File: src/frw_defines.svh
// constants of the flash register write and burst wrap command logic
`ifndef FRW_DEFINES_SVH
`define FRW_DEFINES_SVH
// ************************************************************
// command codes
// ************************************************************
`define FRW_OP_WRITE_ENABLE 8'h06
`define FRW_OP_REG_WRITE 8'h71
`define FRW_OP_SET_BURST 8'hc0
`define FRW_OP_CLEAR_STATUS 8'h30
`define FRW_OP_ENTER_4BYTE 8'hb7
`define FRW_OP_QUAD_READ 8'heb
`define FRW_OP_QUAD_READ_4B 8'hec
`define FRW_OP_DDR_QUAD_READ 8'hed
`define FRW_OP_DDR_QUAD_READ_4B 8'hee
// ************************************************************
// register addresses
// ************************************************************
`define FRW_ADDR_NONVOLATILE_CONFIG_REG4 32'h0000_0005
`define FRW_ADDR_VOLATILE_CONFIG_REG2 32'h0080_0003
`define FRW_ADDR_VOLATILE_CONFIG_REG4 32'h0080_0005
`define FRW_ADDR_PROTECTION_LOCK_REG 32'h0080_0040
// ************************************************************
// field positions
// ************************************************************
`define FRW_SR1_WIP 0
`define FRW_SR1_WEL 1
`define FRW_SR1_E_ERR 5
`define FRW_SR1_P_ERR 6
`define FRW_CR2_ADDR4 7
`define FRW_CR4_WRAP_DIS 4
`define FRW_CR4_WRAP_LEN_HI 1
`define FRW_CR4_WRAP_LEN_LO 0
// ************************************************************
// bit types and reset values
// ************************************************************
`define FRW_CR4_RO_MASK 8'h0c
`define FRW_CR4_OTP_MASK 8'h00
`define FRW_CR4_SBL_MASK 8'h13
`define FRW_CR2_RO_MASK 8'h00
`define FRW_CR2_OTP_MASK 8'h80
`define FRW_CR2_RESET 8'h08
`define FRW_NONVOLATILE_CONFIG_REG4_RESET 8'h10
`define FRW_OTP_DEFAULT 8'h00
// ************************************************************
// timing
// ************************************************************
`define FRW_CLK_PERIOD_NS 100
`define FRW_NV_WRITE_TIME_US 1000
`define FRW_VOL_WRITE_TIME_NS 50
`define FRW_WRAP_BASE_BYTES 8
`endif

File: src/frw_pkg.sv
// types of the flash register write and burst wrap command logic
`default_nettype none
package frw_pkg;
  typedef enum logic [2:0]
  {
    FRW_IDLE = 3'b001,
    FRW_NV_BUSY = 3'b010,
    FRW_FAILED = 3'b100
  } frw_state_t;
endpackage : frw_pkg
`default_nettype wire

File: src/frw_core.sv
// serial command logic for register write and burst wrap setting
`timescale 1ns/1ps
`default_nettype none
`include "frw_defines.svh"
// Behaviour
// - register write is opcode, 3 or 4 address bytes, one data byte.
// - register write refused unless write enable latch was set before.
// - read-only bits stay unchanged and raise no error.
// - otp bits only leave their default; return attempts ignored silently.
// - changed non-volatile bits take erase plus program over nv write time.
// - erase or program failure sets its error bit and write in progress.
// - changed volatile bits update within volatile write time of select release; here one 100 ns clock after the release is seen.
// - progress in status bit 0, errors in status bits 6 and 5.
// - clear status clears errors and returns to standby.
// - register write never changes the protection lock register.
// - register write framed like single-byte page program.
// - set burst length writes volatile config register 4.
// - wrap applies to quad and ddr quad reads, serial or quad mode.
// - wrap disable one gives unlimited sequential reads.
// - wrap disable zero gives aligned fixed-length wrapping groups.
// - wrap field selects 8, 16, 32 or 64 byte groups.
// - first byte is addressed one, then increment and wrap until deselect.
// - reset loads burst setting from non-volatile config register 4.
// - address length bit set by enter-4-byte, cleared only by reset.
module frw_core #(
  parameter int NV_WRITE_CYCLES = `FRW_NV_WRITE_TIME_US * 1000 / `FRW_CLK_PERIOD_NS
) (
  input wire logic clk,
  input wire logic rst,
  input wire logic sck,
  input wire logic cs_n,
  input wire logic si,
  input wire logic erase_fail,
  input wire logic program_fail,
  input wire logic read_start,
  input wire logic [7:0] read_cmd,
  input wire logic [31:0] read_start_addr,
  input wire logic read_step,
  output logic [31:0] read_addr,
  output logic [7:0] status_reg1,
  output logic [7:0] config_reg2,
  output logic [7:0] config_reg4,
  output logic [7:0] nv_config_reg4,
  output logic wrap_enable,
  output logic [6:0] wrap_bytes,
  output frw_pkg::frw_state_t op_state
);
  import frw_pkg::*;

  localparam int VOL_CYC_RAW = `FRW_VOL_WRITE_TIME_NS / `FRW_CLK_PERIOD_NS;
  localparam int VOL_WRITE_CYCLES = (VOL_CYC_RAW < 1) ? 1 : VOL_CYC_RAW;

  // ************************************************************
  // functions
  // ************************************************************
  function automatic logic [7:0] merge_bits(input logic [7:0] old_v, input logic [7:0] new_v,
    input logic [7:0] ro, input logic [7:0] otp);
    logic [7:0] otp_take;
    otp_take = otp & (new_v ^ `FRW_OTP_DEFAULT);
    merge_bits = (old_v & ro) | (new_v & ~ro & ~otp) | (old_v & otp) | otp_take;
  endfunction : merge_bits

  function automatic logic [31:0] wrap_next(input logic [31:0] a, input logic wrap,
    input logic [1:0] len);
    logic [31:0] m;
    m = (32'h0000_0008 << len) - 32'h0000_0001;
    wrap_next = wrap ? ((a & ~m) | ((a + 32'h0000_0001) & m)) : (a + 32'h0000_0001);
  endfunction : wrap_next

  function automatic logic is_wrap_read(input logic [7:0] op);
    is_wrap_read = (op == `FRW_OP_QUAD_READ) || (op == `FRW_OP_QUAD_READ_4B) ||
                   (op == `FRW_OP_DDR_QUAD_READ) || (op == `FRW_OP_DDR_QUAD_READ_4B);
  endfunction : is_wrap_read

  // ************************************************************
  // pin synchronisers and edges
  // ************************************************************
  logic sck_s1, sck_s2, sck_q;
  logic cs_s1, cs_s2, cs_q;
  logic si_s1, si_s2;
  always_ff @(posedge clk)
  begin
    sck_s1 <= sck;
    sck_s2 <= sck_s1;
    cs_s1 <= cs_n;
    cs_s2 <= cs_s1;
    si_s1 <= si;
    si_s2 <= si_s1;
    if (rst)
    begin
      sck_q <= 1'b0;
      cs_q <= 1'b1;
    end
    else
    begin
      sck_q <= sck_s2;
      cs_q <= cs_s2;
    end
  end

  logic sck_rise, frame_start, frame_end;
  assign sck_rise = sck_s2 & ~sck_q & ~cs_s2;
  assign frame_start = ~cs_s2 & cs_q;
  assign frame_end = cs_s2 & ~cs_q;

  // ************************************************************
  // frame capture
  // ************************************************************
  logic [5:0] bit_cnt;
  logic [7:0] opcode;
  logic [39:0] shreg;
  always_ff @(posedge clk)
  begin
    if (rst || frame_start)
    begin
      bit_cnt <= 6'h00;
      opcode <= 8'h00;
      shreg <= 40'h00_0000_0000;
    end
    else if (sck_rise)
    begin
      if (bit_cnt != 6'h3f)
        bit_cnt <= bit_cnt + 6'h01;
      if (bit_cnt < 6'h08)
        opcode <= {opcode[6:0], si_s2};
      else
        shreg <= {shreg[38:0], si_s2};
    end
  end

  // ************************************************************
  // command decode at select release
  // ************************************************************
  logic addr4;
  logic [5:0] wr_bits;
  logic [31:0] wr_addr;
  logic [7:0] wr_data;
  logic busy;
  assign addr4 = config_reg2[`FRW_CR2_ADDR4];
  assign wr_bits = addr4 ? 6'h30 : 6'h28;
  assign wr_addr = addr4 ? shreg[39:8] : {8'h00, shreg[31:8]};
  assign wr_data = shreg[7:0];
  assign busy = (op_state != FRW_IDLE);

  logic cmd_write_enable_cmd, cmd_generic_register_write_cmd, cmd_sbl, cmd_clsr, cmd_4byte;
  assign cmd_write_enable_cmd = frame_end && opcode == `FRW_OP_WRITE_ENABLE && bit_cnt == 6'h08 && !busy;
  assign cmd_generic_register_write_cmd = frame_end && opcode == `FRW_OP_REG_WRITE && bit_cnt == wr_bits && !busy &&
                    status_reg1[`FRW_SR1_WEL];
  assign cmd_sbl = frame_end && opcode == `FRW_OP_SET_BURST && bit_cnt == 6'h10 && !busy;
  assign cmd_clsr = frame_end && opcode == `FRW_OP_CLEAR_STATUS && bit_cnt == 6'h08;
  assign cmd_4byte = frame_end && opcode == `FRW_OP_ENTER_4BYTE && bit_cnt == 6'h08 && !busy;

  logic [7:0] nonvolatile_config_reg4_merged;
  logic nv_change;
  assign nonvolatile_config_reg4_merged = merge_bits(nv_config_reg4, wr_data, `FRW_CR4_RO_MASK,
                                   `FRW_CR4_OTP_MASK);
  assign nv_change = cmd_generic_register_write_cmd && wr_addr == `FRW_ADDR_NONVOLATILE_CONFIG_REG4 &&
                     nonvolatile_config_reg4_merged != nv_config_reg4;

  // ************************************************************
  // non-volatile operation sequencer
  // ************************************************************
  logic [31:0] nv_cnt;
  logic [7:0] nv_pending;
  logic nv_done, nv_fail_e, nv_fail_p;
  assign nv_done = (op_state == FRW_NV_BUSY) && nv_cnt == 32'(NV_WRITE_CYCLES - 1);
  assign nv_fail_e = nv_done && erase_fail;
  assign nv_fail_p = nv_done && program_fail && !erase_fail;

  always_ff @(posedge clk)
  begin
    if (rst)
    begin
      op_state <= FRW_IDLE;
      nv_cnt <= 32'h0000_0000;
      nv_pending <= 8'h00;
    end
    else
    begin
      unique case (op_state)
        FRW_IDLE:
        begin
          nv_cnt <= 32'h0000_0000;
          if (nv_change)
          begin
            op_state <= FRW_NV_BUSY;
            nv_pending <= nonvolatile_config_reg4_merged;
          end
        end
        FRW_NV_BUSY:
        begin
          nv_cnt <= nv_cnt + 32'h0000_0001;
          if (nv_done)
            op_state <= (erase_fail || program_fail) ? FRW_FAILED : FRW_IDLE;
        end
        FRW_FAILED:
        begin
          if (cmd_clsr)
            op_state <= FRW_IDLE;
        end
        default:
          op_state <= FRW_IDLE;
      endcase
    end
  end

  // cell keeps its content through reset; only a good write changes it
  logic [7:0] nv_cell = `FRW_NONVOLATILE_CONFIG_REG4_RESET;
  assign nv_config_reg4 = nv_cell;
  always_ff @(posedge clk)
  begin
    if (nv_done && !erase_fail && !program_fail)
      nv_cell <= nv_pending;
  end

  // ************************************************************
  // status register 1
  // ************************************************************
  logic write_enable_latch, e_err, p_err;
  always_ff @(posedge clk)
  begin
    if (rst)
      write_enable_latch <= 1'b0;
    else if (cmd_write_enable_cmd)
      write_enable_latch <= 1'b1;
    else if (cmd_generic_register_write_cmd && !nv_change)
      write_enable_latch <= 1'b0;
    else if (nv_done && !erase_fail && !program_fail)
      write_enable_latch <= 1'b0;
  end

  always_ff @(posedge clk)
  begin
    if (rst)
    begin
      e_err <= 1'b0;
      p_err <= 1'b0;
    end
    else
    begin
      if (nv_fail_e)
        e_err <= 1'b1;
      else if (cmd_clsr)
        e_err <= 1'b0;
      if (nv_fail_p)
        p_err <= 1'b1;
      else if (cmd_clsr)
        p_err <= 1'b0;
    end
  end

  always_comb
  begin
    status_reg1 = 8'h00;
    status_reg1[`FRW_SR1_WIP] = busy;
    status_reg1[`FRW_SR1_WEL] = write_enable_latch;
    status_reg1[`FRW_SR1_E_ERR] = e_err;
    status_reg1[`FRW_SR1_P_ERR] = p_err;
  end

  // ************************************************************
  // volatile configuration registers
  // ************************************************************
  always_ff @(posedge clk)
  begin
    if (rst)
      config_reg2 <= `FRW_CR2_RESET;
    else if (cmd_4byte)
      config_reg2[`FRW_CR2_ADDR4] <= 1'b1;
    else if (cmd_generic_register_write_cmd && wr_addr == `FRW_ADDR_VOLATILE_CONFIG_REG2)
      config_reg2 <= merge_bits(config_reg2, wr_data, `FRW_CR2_RO_MASK,
                                `FRW_CR2_OTP_MASK);
  end

  // volatile update lands VOL_WRITE_CYCLES after the release is seen
  logic [7:0] volatile_config_reg4_next;
  logic volatile_config_reg4_load;
  always_comb
  begin
    volatile_config_reg4_load = 1'b0;
    volatile_config_reg4_next = config_reg4;
    if (cmd_sbl)
    begin
      volatile_config_reg4_load = 1'b1;
      volatile_config_reg4_next = (config_reg4 & ~`FRW_CR4_SBL_MASK) |
                  (wr_data & `FRW_CR4_SBL_MASK);
    end
    else if (cmd_generic_register_write_cmd && wr_addr == `FRW_ADDR_VOLATILE_CONFIG_REG4)
    begin
      volatile_config_reg4_load = 1'b1;
      volatile_config_reg4_next = merge_bits(config_reg4, wr_data, `FRW_CR4_RO_MASK,
                             `FRW_CR4_OTP_MASK);
    end
    // protection lock address deliberately matches nothing here
  end

  always_ff @(posedge clk)
  begin
    if (rst)
      config_reg4 <= nv_config_reg4;
    else if (volatile_config_reg4_load && VOL_WRITE_CYCLES >= 1)
      config_reg4 <= volatile_config_reg4_next;
  end

  // ************************************************************
  // burst wrap address sequencer
  // ************************************************************
  logic rd_wrap;
  assign wrap_enable = ~config_reg4[`FRW_CR4_WRAP_DIS];
  assign wrap_bytes = 7'(`FRW_WRAP_BASE_BYTES)
                      << config_reg4[`FRW_CR4_WRAP_LEN_HI:`FRW_CR4_WRAP_LEN_LO];

  always_ff @(posedge clk)
  begin
    if (rst)
    begin
      read_addr <= 32'h0000_0000;
      rd_wrap <= 1'b0;
    end
    else if (read_start)
    begin
      read_addr <= read_start_addr;
      rd_wrap <= is_wrap_read(read_cmd) && wrap_enable;
    end
    else if (read_step)
      read_addr <= wrap_next(read_addr, rd_wrap,
        config_reg4[`FRW_CR4_WRAP_LEN_HI:`FRW_CR4_WRAP_LEN_LO]);
  end
endmodule : frw_core
`default_nettype wire

File: config.mk
export PLATFORM = sky130hd
export DESIGN_NAME = frw_core
export DESIGN_NICKNAME = d
export VERILOG_FILES = /design/src/frw_pkg.sv /design/src/frw_core.sv
export VERILOG_INCLUDE_DIRS = /design/src
export SDC_FILE = /design/constraint.sdc
export NUM_CORES = 1
export LEC_CHECK = 0
export BUFFER_PORTS_ARGS = -buffer_cell sky130_fd_sc_hd__buf_4
export CAP_MARGIN = 10
export CORE_MARGIN = 2
export CORE_UTILIZATION = 27
export CTS_CLUSTER_SIZE = 40
export DETAILED_ROUTE_END_ITERATION = 8
export GPL_ROUTABILITY_DRIVEN = 1
export PLACE_DENSITY = 0.54
export SLEW_MARGIN = 40
export SYNTH_ARGS = -nofsm -noshare
export SYNTH_HDL_FRONTEND = slang
export SYNTH_SLANG_ARGS = --single-unit
File: constraint.sdc
create_clock -name clk -period 2.6 [get_ports clk]
set_clock_uncertainty 0.1 [all_clocks]
set_input_delay 0.26 -clock clk [delete_from_list [all_inputs] [get_ports clk]]
set_output_delay 0.26 -clock clk [all_outputs]
set_load 0.01 [all_outputs]
* Word level (Yosys, flattened, before mapping)
Cells that the tools add are included.
Operators by class: add/subtract/negate cells 4, magnitude comparators 1, equal/unequal tests 25, shift operators 2, muxes and demuxes 25, bitwise logic cells 19, reductions and logical operators 51
Operators with widths (number):
- 2-to-1 mux 32 bit | 4
- adder 32 x 1 -> 32 bit (second input constant) | 2
- bitwise AND 32 bit | 2
- equality test 32 x 24 -> 1 bit (second input constant) | 2
- one-hot mux 32 bit (2 select lines) | 1
- equality test 8 bit (second input constant) | 6
- 2-to-1 mux 8 bit | 5
- equality test 32 x 14 -> 1 bit (second input constant) | 1
- equality test 32 x 3 -> 1 bit (second input constant) | 1
- inverter 32 bit | 1
- bitwise OR 32 bit | 1
- left shift 4 x 2 -> 32 bit (first input constant) | 1
- subtractor 32 x 1 -> 32 bit (second input constant) | 1
- logical AND 1 bit | 27
- bitwise OR 4 x 8 -> 8 bit | 2
- 2-to-1 mux 3 bit | 4
- AND reduction 2 bit | 6
- nonzero test 2 bit | 6
- 2-to-1 mux 1 bit | 9
- one-hot mux 3 bit (3 select lines) | 1
- equality test 8 x 3 -> 1 bit (second input constant) | 1
- equality test 8 x 6 -> 1 bit (second input constant) | 1
- equality test 8 x 7 -> 1 bit (second input constant) | 1
- inequality test 8 bit | 1
- other kinds (22) | 40
Word-level totals: flip-flop bits (word level) 165, bits of input ports 49, logic and storage cells 150

* Depth between registers and ports, before layout
Gate-level depths: netlist (run 1).
word-level depth 12, gate-level depth with buffers 9, depth with buffers taken out 8

* Worst setup path after synthesis (run 1)
No wires, ideal clock.
kind flip-flop to flip-flop, from register nv_cnt[0], to register nv_cell[0] (netlist: nv_config_reg4[0]), enable pin, setup time 0.383 ns, arrival 2.080 ns, slack 0.036 ns, stages on the path, launching flop included 7, clock period less this slack 2.564 ns, cells stage by stage dfxtp_1 ha_1 and3_1 clkbuf_1 nand3_1 or4_1 nor3_1
Between the ends: word-level cells in the longest chain between the ends 4
Ends and longest elaborated chain:
- start, declared | line frw_core.sv:163 | logic [31:0] nv_cnt;
- start signal, assigned | line frw_core.sv:192 | nv_cnt <= nv_cnt + 32'h0000_0001;
- equality test 32 x 14 -> 1 bit | line frw_core.sv:166 | assign nv_done = (op_state == FRW_NV_BUSY) && nv_cnt == 32'(NV_WRITE_CYCLES - 1);
- logical AND 1 bit | line frw_core.sv:166
- logical AND 1 bit (2 in series) | line frw_core.sv:212 | if (nv_done && !erase_fail && !program_fail)
- end signal, assigned | line frw_core.sv:213 | nv_cell <= nv_pending;
- end, declared | line frw_core.sv:208 | logic [7:0] nv_cell = `FRW_NONVOLATILE_CONFIG_REG4_RESET;
Every way passes these cells. A chain may end at the register's enable or synchronous reset.

* Final worst setup path (run 1)
from register op_state[0], to register config_reg4[4], enable pin
Between the ends: word-level cells in the longest chain between the ends 9
Ends and longest elaborated chain:
- start, declared | line frw_core.sv:46 | output frw_pkg::frw_state_t op_state
- start signal, assigned | line frw_core.sv:194 | op_state <= (erase_fail || program_fail) ? FRW_FAILED : FRW_IDLE;
- inequality test 3 x 1 -> 1 bit (*) | line frw_core.sv:143 | assign busy = (op_state != FRW_IDLE);
- zero test 1 bit (*) | line frw_core.sv:147, frw_core.sv:149
- logical AND 1 bit (2 in series) | line frw_core.sv:147 | assign cmd_generic_register_write_cmd = frame_end && opcode == `FRW_OP_REG_WRITE && bit_cnt == wr_bits && !bus ...
- logical AND 1 bit (no source line)
- 2-to-1 mux 1 bit | line frw_core.sv:288 | else if (cmd_generic_register_write_cmd && wr_addr == `FRW_ADDR_VOLATILE_CONFIG_REG4)
- 2-to-1 mux 1 bit | line frw_core.sv:282 | if (cmd_sbl)
- nonzero test 2 bit (no source line)
- AND reduction 2 bit (no source line) (*)
- end signal, assigned | line frw_core.sv:300 | config_reg4 <= nv_config_reg4;
- end signal, assigned | line frw_core.sv:302 | config_reg4 <= volatile_config_reg4_next;
- end, declared | line frw_core.sv:42 | output logic [7:0] config_reg4,
Every way passes the cells marked *; elsewhere a longest branch is shown, timed or not.

==> results of run 1 <==
kinds of logic after synthesis:
logic type	count (synthesis)	synth area share
AND/OR/NAND/NOR	438	0.284
AO/OA/AOI/OAI	193	0.147
XOR/XNOR	32	0.0358
multiplexers	24	0.0334
buffers and inverters	85	0.0483
adder cells (fa/ha/maj)	5	0.00800
flip-flops	165	0.443
other	1	0.000480
final cells by class:
class	instances	area [µm²]
clock buffer	17	425
timing repair buffer	171	1340
fill	2979	18700
inverter	13	48.8
clock inverter	15	194
tap	384	480
sequential	165	3460
multi-input combinational	699	4000
Yosys cell counts (6+ instances only):
| cell | count | area, µm² |
|---|---|---|
| buf_4 | 13 | 97.6 |
| xnor2_1 | 11 | 96.3 |
| nor2b_1 | 6 | 37.5 |
| nor4b_1 | 7 | 61.3 |
| a211oi_1 | 13 | 97.6 |
| nand2b_1 | 6 | 37.5 |
| a21oi_1 | 101 | 505 |
| mux2_1 | 12 | 135 |
| nand2_1 | 152 | 571 |
| nor3_1 | 14 | 70.1 |
| xor2_1 | 21 | 184 |
| edfxtp_1 | 16 | 480 |
| nand4b_1 | 8 | 70.1 |
| nor2_1 | 73 | 274 |
| o211ai_1 | 6 | 45.0 |
| clkbuf_1 | 53 | 199 |
| or4_1 | 10 | 75.1 |
| o21ai_0 | 12 | 60.1 |
| nand3_1 | 49 | 245 |
| and4_1 | 8 | 70.1 |
| mux2i_1 | 7 | 70.1 |
| dfxtp_1 | 149 | 2980 |
| o21ai_1 | 18 | 90.1 |
| or3_1 | 6 | 37.5 |
| nand4_1 | 31 | 194 |
| o21a_1 | 7 | 52.6 |
| nor4_1 | 26 | 163 |
| and3_1 | 18 | 113 |
| inv_1 | 12 | 45.0 |
routing by layer:
layer,part of all wire,global-route usage,vias to the layer above
met5,0,0,-
met4,0.017,0.0438,0
met3,0.044,0.0326,20
met2,0.46,0.238,176
met1,0.48,0.195,3398
li1,-,-,3637
worst max-delay path: stages, from the launching register on:
cell	delay (ns)
dfxtp_1	0.39
or3b_1	0.42
buf_4	0.21
or4_1	0.53
o21a_1	0.26
nand2_1	0.15
power by group through the flow:
stage	sequential, W	combinational [W]	clock (W)
after detailed placement	0.00273	0.000353	0
final	0.00267	0.000379	0.00264
after global placement	0.00272	0.000351	0
after global routing	0.00267	0.000415	0.00283
after CTS	0.00267	0.000383	0.00270
after floorplan	0.00273	0.000167	0
how the worst min path moves through the flow:
stage                             startpoint     to  slack (ns)
final                     read_start_addr[9]   flop        0.02
after CTS                 read_start_addr[9]   flop       0.004
after global routing      read_start_addr[9]   flop       0.005
after detailed placement               si_s1  si_s2        0.22
after global placement                 si_s1  si_s2        0.22
after floorplan                         cs_n  cs_s1        0.19
cell usage in the layout, fill, tap and decap left out, types with 21 or more instances in the layout:
cell type	count
nor4_1	26
buf_4	148
a21oi_1	101
dfxtp_1	149
nand3_1	49
nand4_1	31
dlygate4sd3_1	23
xor2_1	21
nand2_1	152
nor2_1	72
per-stage QoR:
step	hold WS (ns)	setup slack, ns	util	instances
after floorplan	0.188	0.0362	-	949
after global routing	0.00503	0.0440	0.348	1464
after CTS	0.00393	0.228	0.348	1464
final	0.0200	0.242	0.348	1464
after global placement	0.218	0.315	0.318	1409
after detailed placement	0.218	0.241	0.318	1409
==> metrics.txt, run 1 <==
# TYPE chip_impl_metric gauge
chip_impl_metric{name="vdd_drop_max",unit="µV"} 427
chip_impl_metric{name="drive_gt1_frac",unit=""} 0.176
chip_impl_metric{name="cts_inserted_buffers",unit=""} 17
chip_impl_metric{name="whs_path_depth",unit=""} 3
chip_impl_metric{name="timing_max_transition_violations_final",unit=""} 0
chip_impl_metric{name="n_antenna_cell",unit=""} 0
chip_impl_info{name="worstHoldPathType",value="input pin to flop"} 1
chip_impl_info{name="launching_instance_or_port_of_the_critical_path",value="op_state[0]"} 1
chip_impl_metric{name="total_of_max_cap_violations",unit=""} 0
chip_impl_metric{name="grt_use_total",unit=""} 0.147
chip_impl_metric{name="gr-total-overflow",unit=""} 0
chip_impl_metric{name="regToRegSetupSlack",unit="ns"} 0.24
chip_impl_metric{name="power.total",unit="W"} 0.00568
chip_impl_metric{name="fp.dieArea",unit="µm²"} 30300
chip_impl_metric{name="routed_via_density",unit=""} 4.94
chip_impl_metric{name="timing.final.setup_violations",unit=""} 0
chip_impl_metric{name="setup_total_negative_slack",unit="ns"} 0
chip_impl_metric{name="effective_utilization_at_floorplan",unit=""} 0.273
chip_impl_info{name="tritoncts",value="built"} 1
chip_impl_info{name="cp-endpoint",value="config_reg4[4]"} 1
chip_impl_metric{name="post_cts_buffers",unit=""} 0
chip_impl_info{name="status",value="finished clean"} 1
chip_impl_metric{name="clock_sink_count",unit=""} 165
chip_impl_metric{name="leakagePower",unit="nW"} 3.58
chip_impl_metric{name="total_switching_power",unit="W"} 0.00155
chip_impl_metric{name="cts-root-to-sink-buffers",unit=""} 2
chip_impl_metric{name="fin_crit_sh",unit=""} 0.907
chip_impl_metric{name="reg2reg_depth",unit=""} 5
chip_impl_metric{name="vias_in_the_first_global_route",unit=""} 6878
chip_impl_metric{name="timing_hold_violations_final",unit=""} 0
chip_impl_metric{name="rows",unit=""} 62
chip_impl_metric{name="p_seq_frac",unit=""} 0.469
chip_impl_info{name="clock_tree.root_cell",value="clkbuf_16"} 1
chip_impl_metric{name="globalplace.congestion",unit=""} 0.801
chip_impl_info{name="worst-setup-path-type",value="flop to flop"} 1
chip_impl_metric{name="syn2layout_area_growth",unit="%"} 27.3
chip_impl_metric{name="routed_wirelength",unit="µm"} 22300
chip_impl_metric{name="syn_avg_cell_area",unit="µm²"} 8.29
chip_impl_info{name="crit-reg2reg-capture",value="config_reg4[4]"} 1
chip_impl_metric{name="dp_hpwl",unit="µm"} 15800
chip_impl_metric{name="grt_max_degree",unit=""} 55
chip_impl_metric{name="share_comb_of_total_power",unit=""} 0.067
chip_impl_metric{name="buffer_ports.inserted",unit=""} 116
chip_impl_metric{name="route.antenna.remaining_nets",unit=""} 0
chip_impl_metric{name="async_reset_ff_frac",unit=""} 0
chip_impl_metric{name="floorplan.die.width",unit="µm"} 174
chip_impl_metric{name="die_h",unit="µm"} 174
chip_impl_metric{name="synthCells",unit=""} 943
chip_impl_metric{name="crit_fanout",unit=""} 14
chip_impl_metric{name="drc_errors",unit=""} 0
chip_impl_metric{name="worst_slew_margin_rel",unit=""} 0.529
chip_impl_info{name="synth_flop_cell",value="dfxtp_1"} 1
chip_impl_metric{name="ys_types",unit=""} 62
chip_impl_metric{name="ios",unit=""} 124
chip_impl_info{name="kind_of_capture_point_of_the_worst_setup_path",value="flop"} 1
chip_impl_metric{name="cts_resized",unit=""} 0
chip_impl_metric{name="period_minus_slack",unit="ns"} 2.36
chip_impl_metric{name="ctsHtreeMaxLevel",unit=""} 4
chip_impl_metric{name="clkLatencyLatePin",unit="ns"} 0.44
chip_impl_metric{name="core-area",unit="µm²"} 28600
chip_impl_metric{name="yosys_register_bits",unit=""} 165
chip_impl_metric{name="clock_slew_at_the_register_clock_pins_of_the_worst_setup_and_hold_paths",unit="ns"} 0.07
chip_impl_metric{name="post_synth_design_cell_area",unit="µm²"} 7820
chip_impl_metric{name="ys_seq_area_frac",unit=""} 0.443
chip_impl_metric{name="grt_first_pass_wirelength",unit="µm"} 36400
chip_impl_info{name="critPathLaunchType",value="flop"} 1
chip_impl_metric{name="antenna_found_initial",unit=""} 0
chip_impl_metric{name="max_freq",unit="GHz"} 0.424
chip_impl_metric{name="post-route-cell-area",unit="µm²"} 9960
chip_impl_metric{name="edff_count_synth",unit=""} 16
chip_impl_metric{name="vias",unit=""} 7231
chip_impl_metric{name="placed_area",unit="µm²"} 9110
chip_impl_metric{name="nets",unit=""} 1121
chip_impl_metric{name="initialDrtViolationCount",unit=""} 403
chip_impl_metric{name="first_pass_iters",unit=""} 5
chip_impl_metric{name="data_required_critical_path",unit="ns"} 2.63
chip_impl_info{name="grt_setup_unrepaired",value="no"} 1
chip_impl_metric{name="p_int",unit="W"} 0.00413
chip_impl_metric{name="switching_share",unit=""} 0.273
chip_impl_metric{name="areal_power_density_over_the_cells",unit="nW/µm²"} 571
chip_impl_metric{name="worstMarginPinSlew",unit="ns"} 0.704
chip_impl_info{name="worstReg2RegStart",value="op_state[0]"} 1
chip_impl_metric{name="arrival",unit="ns"} 2.39
chip_impl_metric{name="clock_power_share",unit=""} 0.464
chip_impl_metric{name="routedWlPerCell",unit="µm"} 15.2
chip_impl_metric{name="hold_buf_cts",unit=""} 23
chip_impl_metric{name="synth_warnings",unit=""} 0
(Power assumes the default switching activity.)
==> run 2, diff against run 1 <==
==> constraint.sdc (replaced) <==
create_clock -name clk -period 2.6 [get_ports clk]
set_clock_uncertainty 0.1 [all_clocks]
set_input_delay 0.78 -clock clk [delete_from_list [all_inputs] [get_ports clk]]
set_output_delay 0.78 -clock clk [all_outputs]
set_load 0.01 [all_outputs]
==> run 2 against run 1 <==
Power down 0.68%. Wire length about the same. Count of clock-buffer cells in the layout up 1. Critical endpoint is now status_reg1[0]. Sequential power about the same. Clock power about the same. Fmax down 5.1%.
==> metrics.txt, run 2 (synthesis results as in run 1) <==
# TYPE chip_impl_metric gauge
chip_impl_info{name="worst-setup-path-type",value="flop to output pin"} 1
chip_impl_metric{name="syn2layout_area_growth",unit="%"} 24.8
chip_impl_metric{name="antenna_found_initial",unit=""} 0
chip_impl_metric{name="initialDrtViolationCount",unit=""} 595
chip_impl_metric{name="setup_total_negative_slack",unit="ns"} 0
chip_impl_metric{name="cts-root-to-sink-buffers",unit=""} 2
chip_impl_metric{name="worstMarginPinSlew",unit="ns"} 0.789
chip_impl_metric{name="grt_use_total",unit=""} 0.145
chip_impl_metric{name="worst_slew_margin_rel",unit=""} 0.472
chip_impl_metric{name="nets",unit=""} 1098
chip_impl_metric{name="rows",unit=""} 62
chip_impl_metric{name="timing_max_transition_violations_final",unit=""} 0
chip_impl_info{name="most_common_cell_type_on_the_critical_path",value="buf_4"} 1
chip_impl_info{name="layout.cells.most_common_list",value="152 x nand2_1, 149 x dfxtp_1, 146 x buf_4"} 1
chip_impl_metric{name="clock_sink_count",unit=""} 165
chip_impl_metric{name="routed_wirelength",unit="µm"} 22300
chip_impl_info{name="grt_setup_unrepaired",value="no"} 1
chip_impl_info{name="critPathLaunchType",value="flop"} 1
chip_impl_metric{name="vdd_drop_max",unit="µV"} 431
chip_impl_metric{name="floorplan.die.width",unit="µm"} 174
chip_impl_metric{name="timing.final.setup_violations",unit=""} 0
chip_impl_info{name="min_from",value="cs_s1"} 1
chip_impl_metric{name="grt_first_pass_wirelength",unit="µm"} 35700
chip_impl_info{name="path_cells",value="or3b_1, buf_4, buf_4"} 1
chip_impl_metric{name="routed_via_density",unit=""} 4.99
chip_impl_info{name="worstHoldPathType",value="flop to flop"} 1
chip_impl_metric{name="cts_inserted_buffers",unit=""} 17
chip_impl_metric{name="globalplace.congestion",unit=""} 0.815
chip_impl_metric{name="vias_in_the_first_global_route",unit=""} 6635
chip_impl_metric{name="crit_fanout",unit=""} 28
chip_impl_metric{name="drc_errors",unit=""} 0
chip_impl_info{name="clock_tree.root_cell",value="clkbuf_16"} 1
chip_impl_info{name="hold_path_end",value="cs_s2"} 1
chip_impl_metric{name="drive_gt1_frac",unit=""} 0.180
chip_impl_metric{name="total_of_max_cap_violations",unit=""} 0
chip_impl_metric{name="placed_cells",unit=""} 1409
chip_impl_metric{name="buffer_ports.inserted",unit=""} 116
chip_impl_metric{name="regToRegSetupSlack",unit="ns"} 0.28
chip_impl_metric{name="areal_power_density_over_the_cells",unit="nW/µm²"} 578
chip_impl_metric{name="final_core_utilization",unit=""} 0.341
chip_impl_info{name="final_common_cell",value="nand2_1"} 1
chip_impl_metric{name="post_cts_buffers",unit=""} 0
chip_impl_info{name="kind_of_capture_point_of_the_worst_setup_path",value="output pin"} 1
chip_impl_metric{name="grt_max_degree",unit=""} 70
chip_impl_metric{name="timing_hold_violations_final",unit=""} 0
chip_impl_info{name="tritoncts",value="built"} 1
chip_impl_metric{name="reg2reg_depth",unit=""} 5
chip_impl_info{name="crit-reg2reg-capture",value="config_reg4[0]"} 1
chip_impl_metric{name="critical_path_buf_inv_count",unit=""} 2
chip_impl_metric{name="ios",unit=""} 124
chip_impl_info{name="worstReg2RegStart",value="opcode[1]"} 1
chip_impl_metric{name="ctsHtreeMaxLevel",unit=""} 4
chip_impl_metric{name="effective_utilization_at_floorplan",unit=""} 0.273
chip_impl_metric{name="leakagePower",unit="nW"} 3.49
chip_impl_metric{name="period_minus_slack",unit="ns"} 2.48
chip_impl_metric{name="fp.dieArea",unit="µm²"} 30300
chip_impl_metric{name="clock_slew_at_the_register_clock_pins_of_the_worst_setup_and_hold_paths",unit="ns"} 0.07
chip_impl_metric{name="route.antenna.remaining_nets",unit=""} 0
chip_impl_metric{name="dp_hpwl",unit="µm"} 15900
chip_impl_metric{name="max_freq",unit="GHz"} 0.403
chip_impl_info{name="cp_top_family",value="buffers and inverters"} 1
chip_impl_metric{name="fin_crit_sh",unit=""} 0.955
chip_impl_metric{name="die_h",unit="µm"} 174
chip_impl_metric{name="n_antenna_cell",unit=""} 0
chip_impl_info{name="status",value="finished clean"} 1
chip_impl_metric{name="hold_buf_cts",unit=""} 0
chip_impl_metric{name="final-instance-count-excl-fill",unit=""} 1441
chip_impl_metric{name="core-area",unit="µm²"} 28600
chip_impl_metric{name="data_required_critical_path",unit="ns"} 1.72
chip_impl_metric{name="routedWlPerCell",unit="µm"} 15.5
chip_impl_metric{name="whs_path_depth",unit=""} 0
chip_impl_metric{name="critical-path-max-stage-delay",unit="ns"} 0.42
chip_impl_metric{name="first_pass_iters",unit=""} 5
chip_impl_metric{name="clkLatencyLatePin",unit="ns"} 0.44
chip_impl_metric{name="vias",unit=""} 7190
chip_impl_metric{name="arrival",unit="ns"} 1.60
chip_impl_info{name="cpMaxStageDelayCell",value="or3b_1"} 1
chip_impl_metric{name="gr-total-overflow",unit=""} 0
chip_impl_metric{name="cts_resized",unit=""} 0
-- run 2: layout make-up --
class / count / area [µm²]
timing repair buffer: 148 / 1140
tap: 384 / 480
inverter: 13 / 48.8
clock buffer: 18 / 450
sequential: 165 / 3460
clock inverter: 14 / 174
fill: 3009 / 18900
multi-input combinational: 699 / 4000
-- run 2: metal layers --
layer	up-vias	part of all wire	track usage
met1	3407	0.47	0.192
met5	-	0	0
met2	174	0.47	0.240
met3	22	0.048	0.0324
met4	0	0.010	0.0322
li1	3587	-	-
-- run 2: report_power, final --
| group | leakage [nW] | internal, W | switching (W) |
|---|---|---|---|
| Combinational | 1.83 | 0.000173 | 0.000192 |
| Sequential | 1.37 | 0.00261 | 0.0000595 |
| Clock | 0.302 | 0.00137 | 0.00124 |
-- run 2: how the worst max path moves through the flow --
stage / cells after the start / startpoint / end / slack [ns]
2_1_floorplan: 6 / nv_cnt[0] / nv_config_reg4[0] / 0.04
5_1_grt: 3 / op_state[0] / status_reg1[0] / 0.06
3_3_place_gp: 6 / read_step / flop / 0.28
6_report: 3 / op_state[2] / status_reg1[0] / 0.12
4_1_cts: 3 / op_state[2] / status_reg1[0] / 0.10
3_5_place_dp: 6 / read_step / flop / 0.24
-- run 2: through the flow --
step,hold WS (ns),power [W],instance area (µm²),worst slack (ns)
floorplan,0.210,0.00289,7840,0.0362
global placement,0.212,0.00309,9130,0.277
finish,0.229,0.00564,9760,0.116
detailed placement,0.214,0.00309,9130,0.240
global route,0.237,0.00587,9760,0.0646
CTS,0.232,0.00572,9760,0.101
==> run 3, diff against run 2 <==
--- a/config.mk
+++ b/config.mk
@@ -8,12 +8,14 @@
 export LEC_CHECK = 0
 export BUFFER_PORTS_ARGS = -buffer_cell sky130_fd_sc_hd__buf_4
 export CAP_MARGIN = 10
+export CELL_PAD_IN_SITES_DETAIL_PLACEMENT = 1
+export CELL_PAD_IN_SITES_GLOBAL_PLACEMENT = 2
 export CORE_MARGIN = 2
 export CORE_UTILIZATION = 27
 export CTS_CLUSTER_SIZE = 40
 export DETAILED_ROUTE_END_ITERATION = 8
 export GPL_ROUTABILITY_DRIVEN = 1
-export PLACE_DENSITY = 0.54
+export PLACE_DENSITY = 0.77
 export SLEW_MARGIN = 40
 export SYNTH_ARGS = -nofsm -noshare
 export SYNTH_HDL_FRONTEND = slang
==> run 3 against run 2 <==
Final cell count grew 0.14%. Core utilization about the same. First-iteration DRC count down 32%. Non-clock buffer count increased by 2. Power grew 0.16%. Critical path type unchanged. Sequential cell count unchanged. Largest power group unchanged. Final area barely moved. Die area unchanged. Register-to-register slack worse by 0.06 ns. Combinational power decreased by 1%.
==> metrics.txt, run 3 (synthesis results as in run 1) <==
# TYPE chip_impl_metric gauge
chip_impl_metric{name="clock_slew_at_the_register_clock_pins_of_the_worst_setup_and_hold_paths",unit="ns"} 0.06
chip_impl_metric{name="gr-total-overflow",unit=""} 0
chip_impl_info{name="dr.max_layer_used",value="met4"} 1
chip_impl_metric{name="leakagePower",unit="nW"} 3.50
chip_impl_metric{name="clkLatencyLatePin",unit="ns"} 0.43
chip_impl_metric{name="crit_fanout",unit=""} 28
chip_impl_metric{name="buffer_ports.inserted",unit=""} 116
chip_impl_metric{name="p_seq_frac",unit=""} 0.472
chip_impl_info{name="status",value="finished clean"} 1
chip_impl_metric{name="post_cts_buffers",unit=""} 0
chip_impl_metric{name="share_comb_of_total_power",unit=""} 0.064
chip_impl_metric{name="cts_resized",unit=""} 0
chip_impl_metric{name="grt_use_total",unit=""} 0.159
chip_impl_metric{name="syn2layout_area_growth",unit="%"} 24.7
chip_impl_metric{name="rows",unit=""} 62
chip_impl_metric{name="arrival",unit="ns"} 1.63
chip_impl_metric{name="met2_length",unit="µm"} 11800
chip_impl_metric{name="hold_buf_cts",unit=""} 0
chip_impl_metric{name="ios",unit=""} 124
chip_impl_metric{name="fp.dieArea",unit="µm²"} 30300
chip_impl_metric{name="routedWlPerCell",unit="µm"} 16.6
chip_impl_metric{name="dp_hpwl",unit="µm"} 17400
chip_impl_metric{name="cts-root-to-sink-buffers",unit=""} 2
chip_impl_metric{name="max_freq",unit="GHz"} 0.398
chip_impl_metric{name="period_minus_slack",unit="ns"} 2.51
chip_impl_metric{name="nets",unit=""} 1100
chip_impl_info{name="layout.cells.most_common_list",value="152 x nand2_1, 149 x dfxtp_1, 148 x buf_4"} 1
chip_impl_metric{name="route.antenna.remaining_nets",unit=""} 0
chip_impl_metric{name="clock_power_share",unit=""} 0.464
chip_impl_metric{name="floorplan.die.width",unit="µm"} 174
chip_impl_metric{name="data_required_critical_path",unit="ns"} 1.72
chip_impl_metric{name="worst_slew_margin_rel",unit=""} 0.490
chip_impl_info{name="clock_tree.root_cell",value="clkbuf_16"} 1
chip_impl_metric{name="setup_total_negative_slack",unit="ns"} 0
chip_impl_metric{name="vias_in_the_first_global_route",unit=""} 7245
chip_impl_info{name="path_cells",value="or3b_1, buf_4, buf_4"} 1
chip_impl_metric{name="timing_hold_violations_final",unit=""} 0
chip_impl_metric{name="switching_share",unit=""} 0.247
chip_impl_info{name="most_common_cell_type_on_the_critical_path",value="buf_4"} 1
chip_impl_metric{name="placed_area",unit="µm²"} 9150
chip_impl_metric{name="critical-path-max-stage-delay",unit="ns"} 0.42
chip_impl_metric{name="initialDrtViolationCount",unit=""} 403
chip_impl_info{name="final_common_cell",value="nand2_1"} 1
chip_impl_metric{name="clock_sink_count",unit=""} 165
chip_impl_metric{name="worstMarginPinSlew",unit="ns"} 0.761
chip_impl_metric{name="globalplace.congestion",unit=""} 0.777
chip_impl_metric{name="timing.final.setup_violations",unit=""} 0
chip_impl_metric{name="fillers",unit=""} 3336
chip_impl_metric{name="first_pass_iters",unit=""} 4
chip_impl_info{name="worst-setup-path-type",value="flop to output pin"} 1
chip_impl_info{name="kind_of_capture_point_of_the_worst_setup_path",value="output pin"} 1
chip_impl_metric{name="total_of_max_cap_violations",unit=""} 0
chip_impl_metric{name="grt_first_pass_wirelength",unit="µm"} 39000
chip_impl_info{name="critPathLaunchType",value="flop"} 1
chip_impl_metric{name="fin_crit_sh",unit=""} 0.967
chip_impl_metric{name="post-route-cell-area",unit="µm²"} 9750
chip_impl_metric{name="routed_wirelength",unit="µm"} 24000
chip_impl_metric{name="vias",unit=""} 7213
chip_impl_metric{name="grt_max_degree",unit=""} 61
chip_impl_metric{name="wirelength_met1",unit="µm"} 10900
chip_impl_metric{name="timing_max_transition_violations_final",unit=""} 0
chip_impl_metric{name="ctsHtreeMaxLevel",unit=""} 4
chip_impl_metric{name="areal_power_density_over_the_cells",unit="nW/µm²"} 580
chip_impl_info{name="worstHoldPathType",value="flop to flop"} 1
chip_impl_metric{name="drc_errors",unit=""} 0
chip_impl_metric{name="drive_gt1_frac",unit=""} 0.180
chip_impl_metric{name="vdd_drop_max",unit="µV"} 344
chip_impl_metric{name="effective_utilization_at_floorplan",unit=""} 0.273
chip_impl_metric{name="antenna_found_initial",unit=""} 0
chip_impl_metric{name="p_int",unit="W"} 0.00426
chip_impl_info{name="tritoncts",value="built"} 1
chip_impl_metric{name="route.met3.wl",unit="µm"} 1080
chip_impl_metric{name="final-seq-area",unit="µm²"} 3460
chip_impl_info{name="grt_setup_unrepaired",value="no"} 1
chip_impl_metric{name="cts_inserted_buffers",unit=""} 17
chip_impl_metric{name="core-area",unit="µm²"} 28600
chip_impl_metric{name="routed_via_density",unit=""} 5.00
chip_impl_info{name="cpMaxStageDelayCell",value="or3b_1"} 1
chip_impl_metric{name="multiInputGateArea",unit="µm²"} 4000
chip_impl_metric{name="n_antenna_cell",unit=""} 0
chip_impl_metric{name="total_switching_power",unit="W"} 0.00139
chip_impl_metric{name="die_h",unit="µm"} 174
-- run 3: changes by cell type in the layout (fill, tap and decap cells not counted), sizes merged --
cell / before / now
buf: 148 / 150
bufinv: 0 / 2
clkinv: 6 / 3
clkbuf: 18 / 19
-- run 3: worst paths after layout --
| path | from | end | slack (ns) | cells past startpoint |
|---|---|---|---|---|
| setup / recovery | op_state[2] | status_reg1[0] | 0.09 | 3 |
| setup reg to reg | nv_cnt[0] | nv_config_reg4[1] | 0.22 | 6 |
| hold / removal | sck_s1 | sck_s2 | 0.23 | 0 |
| hold reg to reg | sck_s1 | sck_s2 | 0.23 | 0 |
-- run 3: metal layers --
metal,vias up,track usage
met5,-,0
met4,0,0.0403
met3,14,0.0365
met2,116,0.274
met1,3497,0.201
li1,3586,-
-- run 3: layout make-up --
cell class	count	share of cell area
multi-input cells	699	0.411
flip-flops and latches	165	0.355
repair buffers	150	0.118
well taps	384	0.0493
clock buffers	19	0.0454
clock inverters	13	0.0164
inverters	13	0.00500
-- run 3: worst max-delay path, delay by kind of cell, from the launching register on --
kind	cells	cell delay [ns]
buffers and inverters	2	0.46
DFF	1	0.31
and+or+nand+nor	1	0.42
-- run 3: power by group through the flow --
| stage | Combinational, W | Sequential [W] | Clock, W |
|---|---|---|---|
| after floorplan | 0.000167 | 0.00273 | 0 |
| after global placement | 0.000363 | 0.00273 | 0 |
| after detailed placement | 0.000366 | 0.00273 | 0 |
| after CTS | 0.000367 | 0.00267 | 0.00269 |
| after global routing | 0.000397 | 0.00268 | 0.00280 |
| final | 0.000361 | 0.00267 | 0.00262 |
-- run 3: through the flow --
step                hold WS, ns  utilization  power [W]  std cells  setup slack [ns]
finish                    0.227        0.341    0.00565       1443            0.0862
global route              0.232        0.341    0.00588       1443            0.0130
CTS                       0.230        0.341    0.00573       1443            0.0675
detailed placement        0.214        0.320    0.00309       1411             0.206
global placement          0.213        0.320    0.00309       1411             0.251
floorplan                 0.210            -    0.00289        949            0.0362
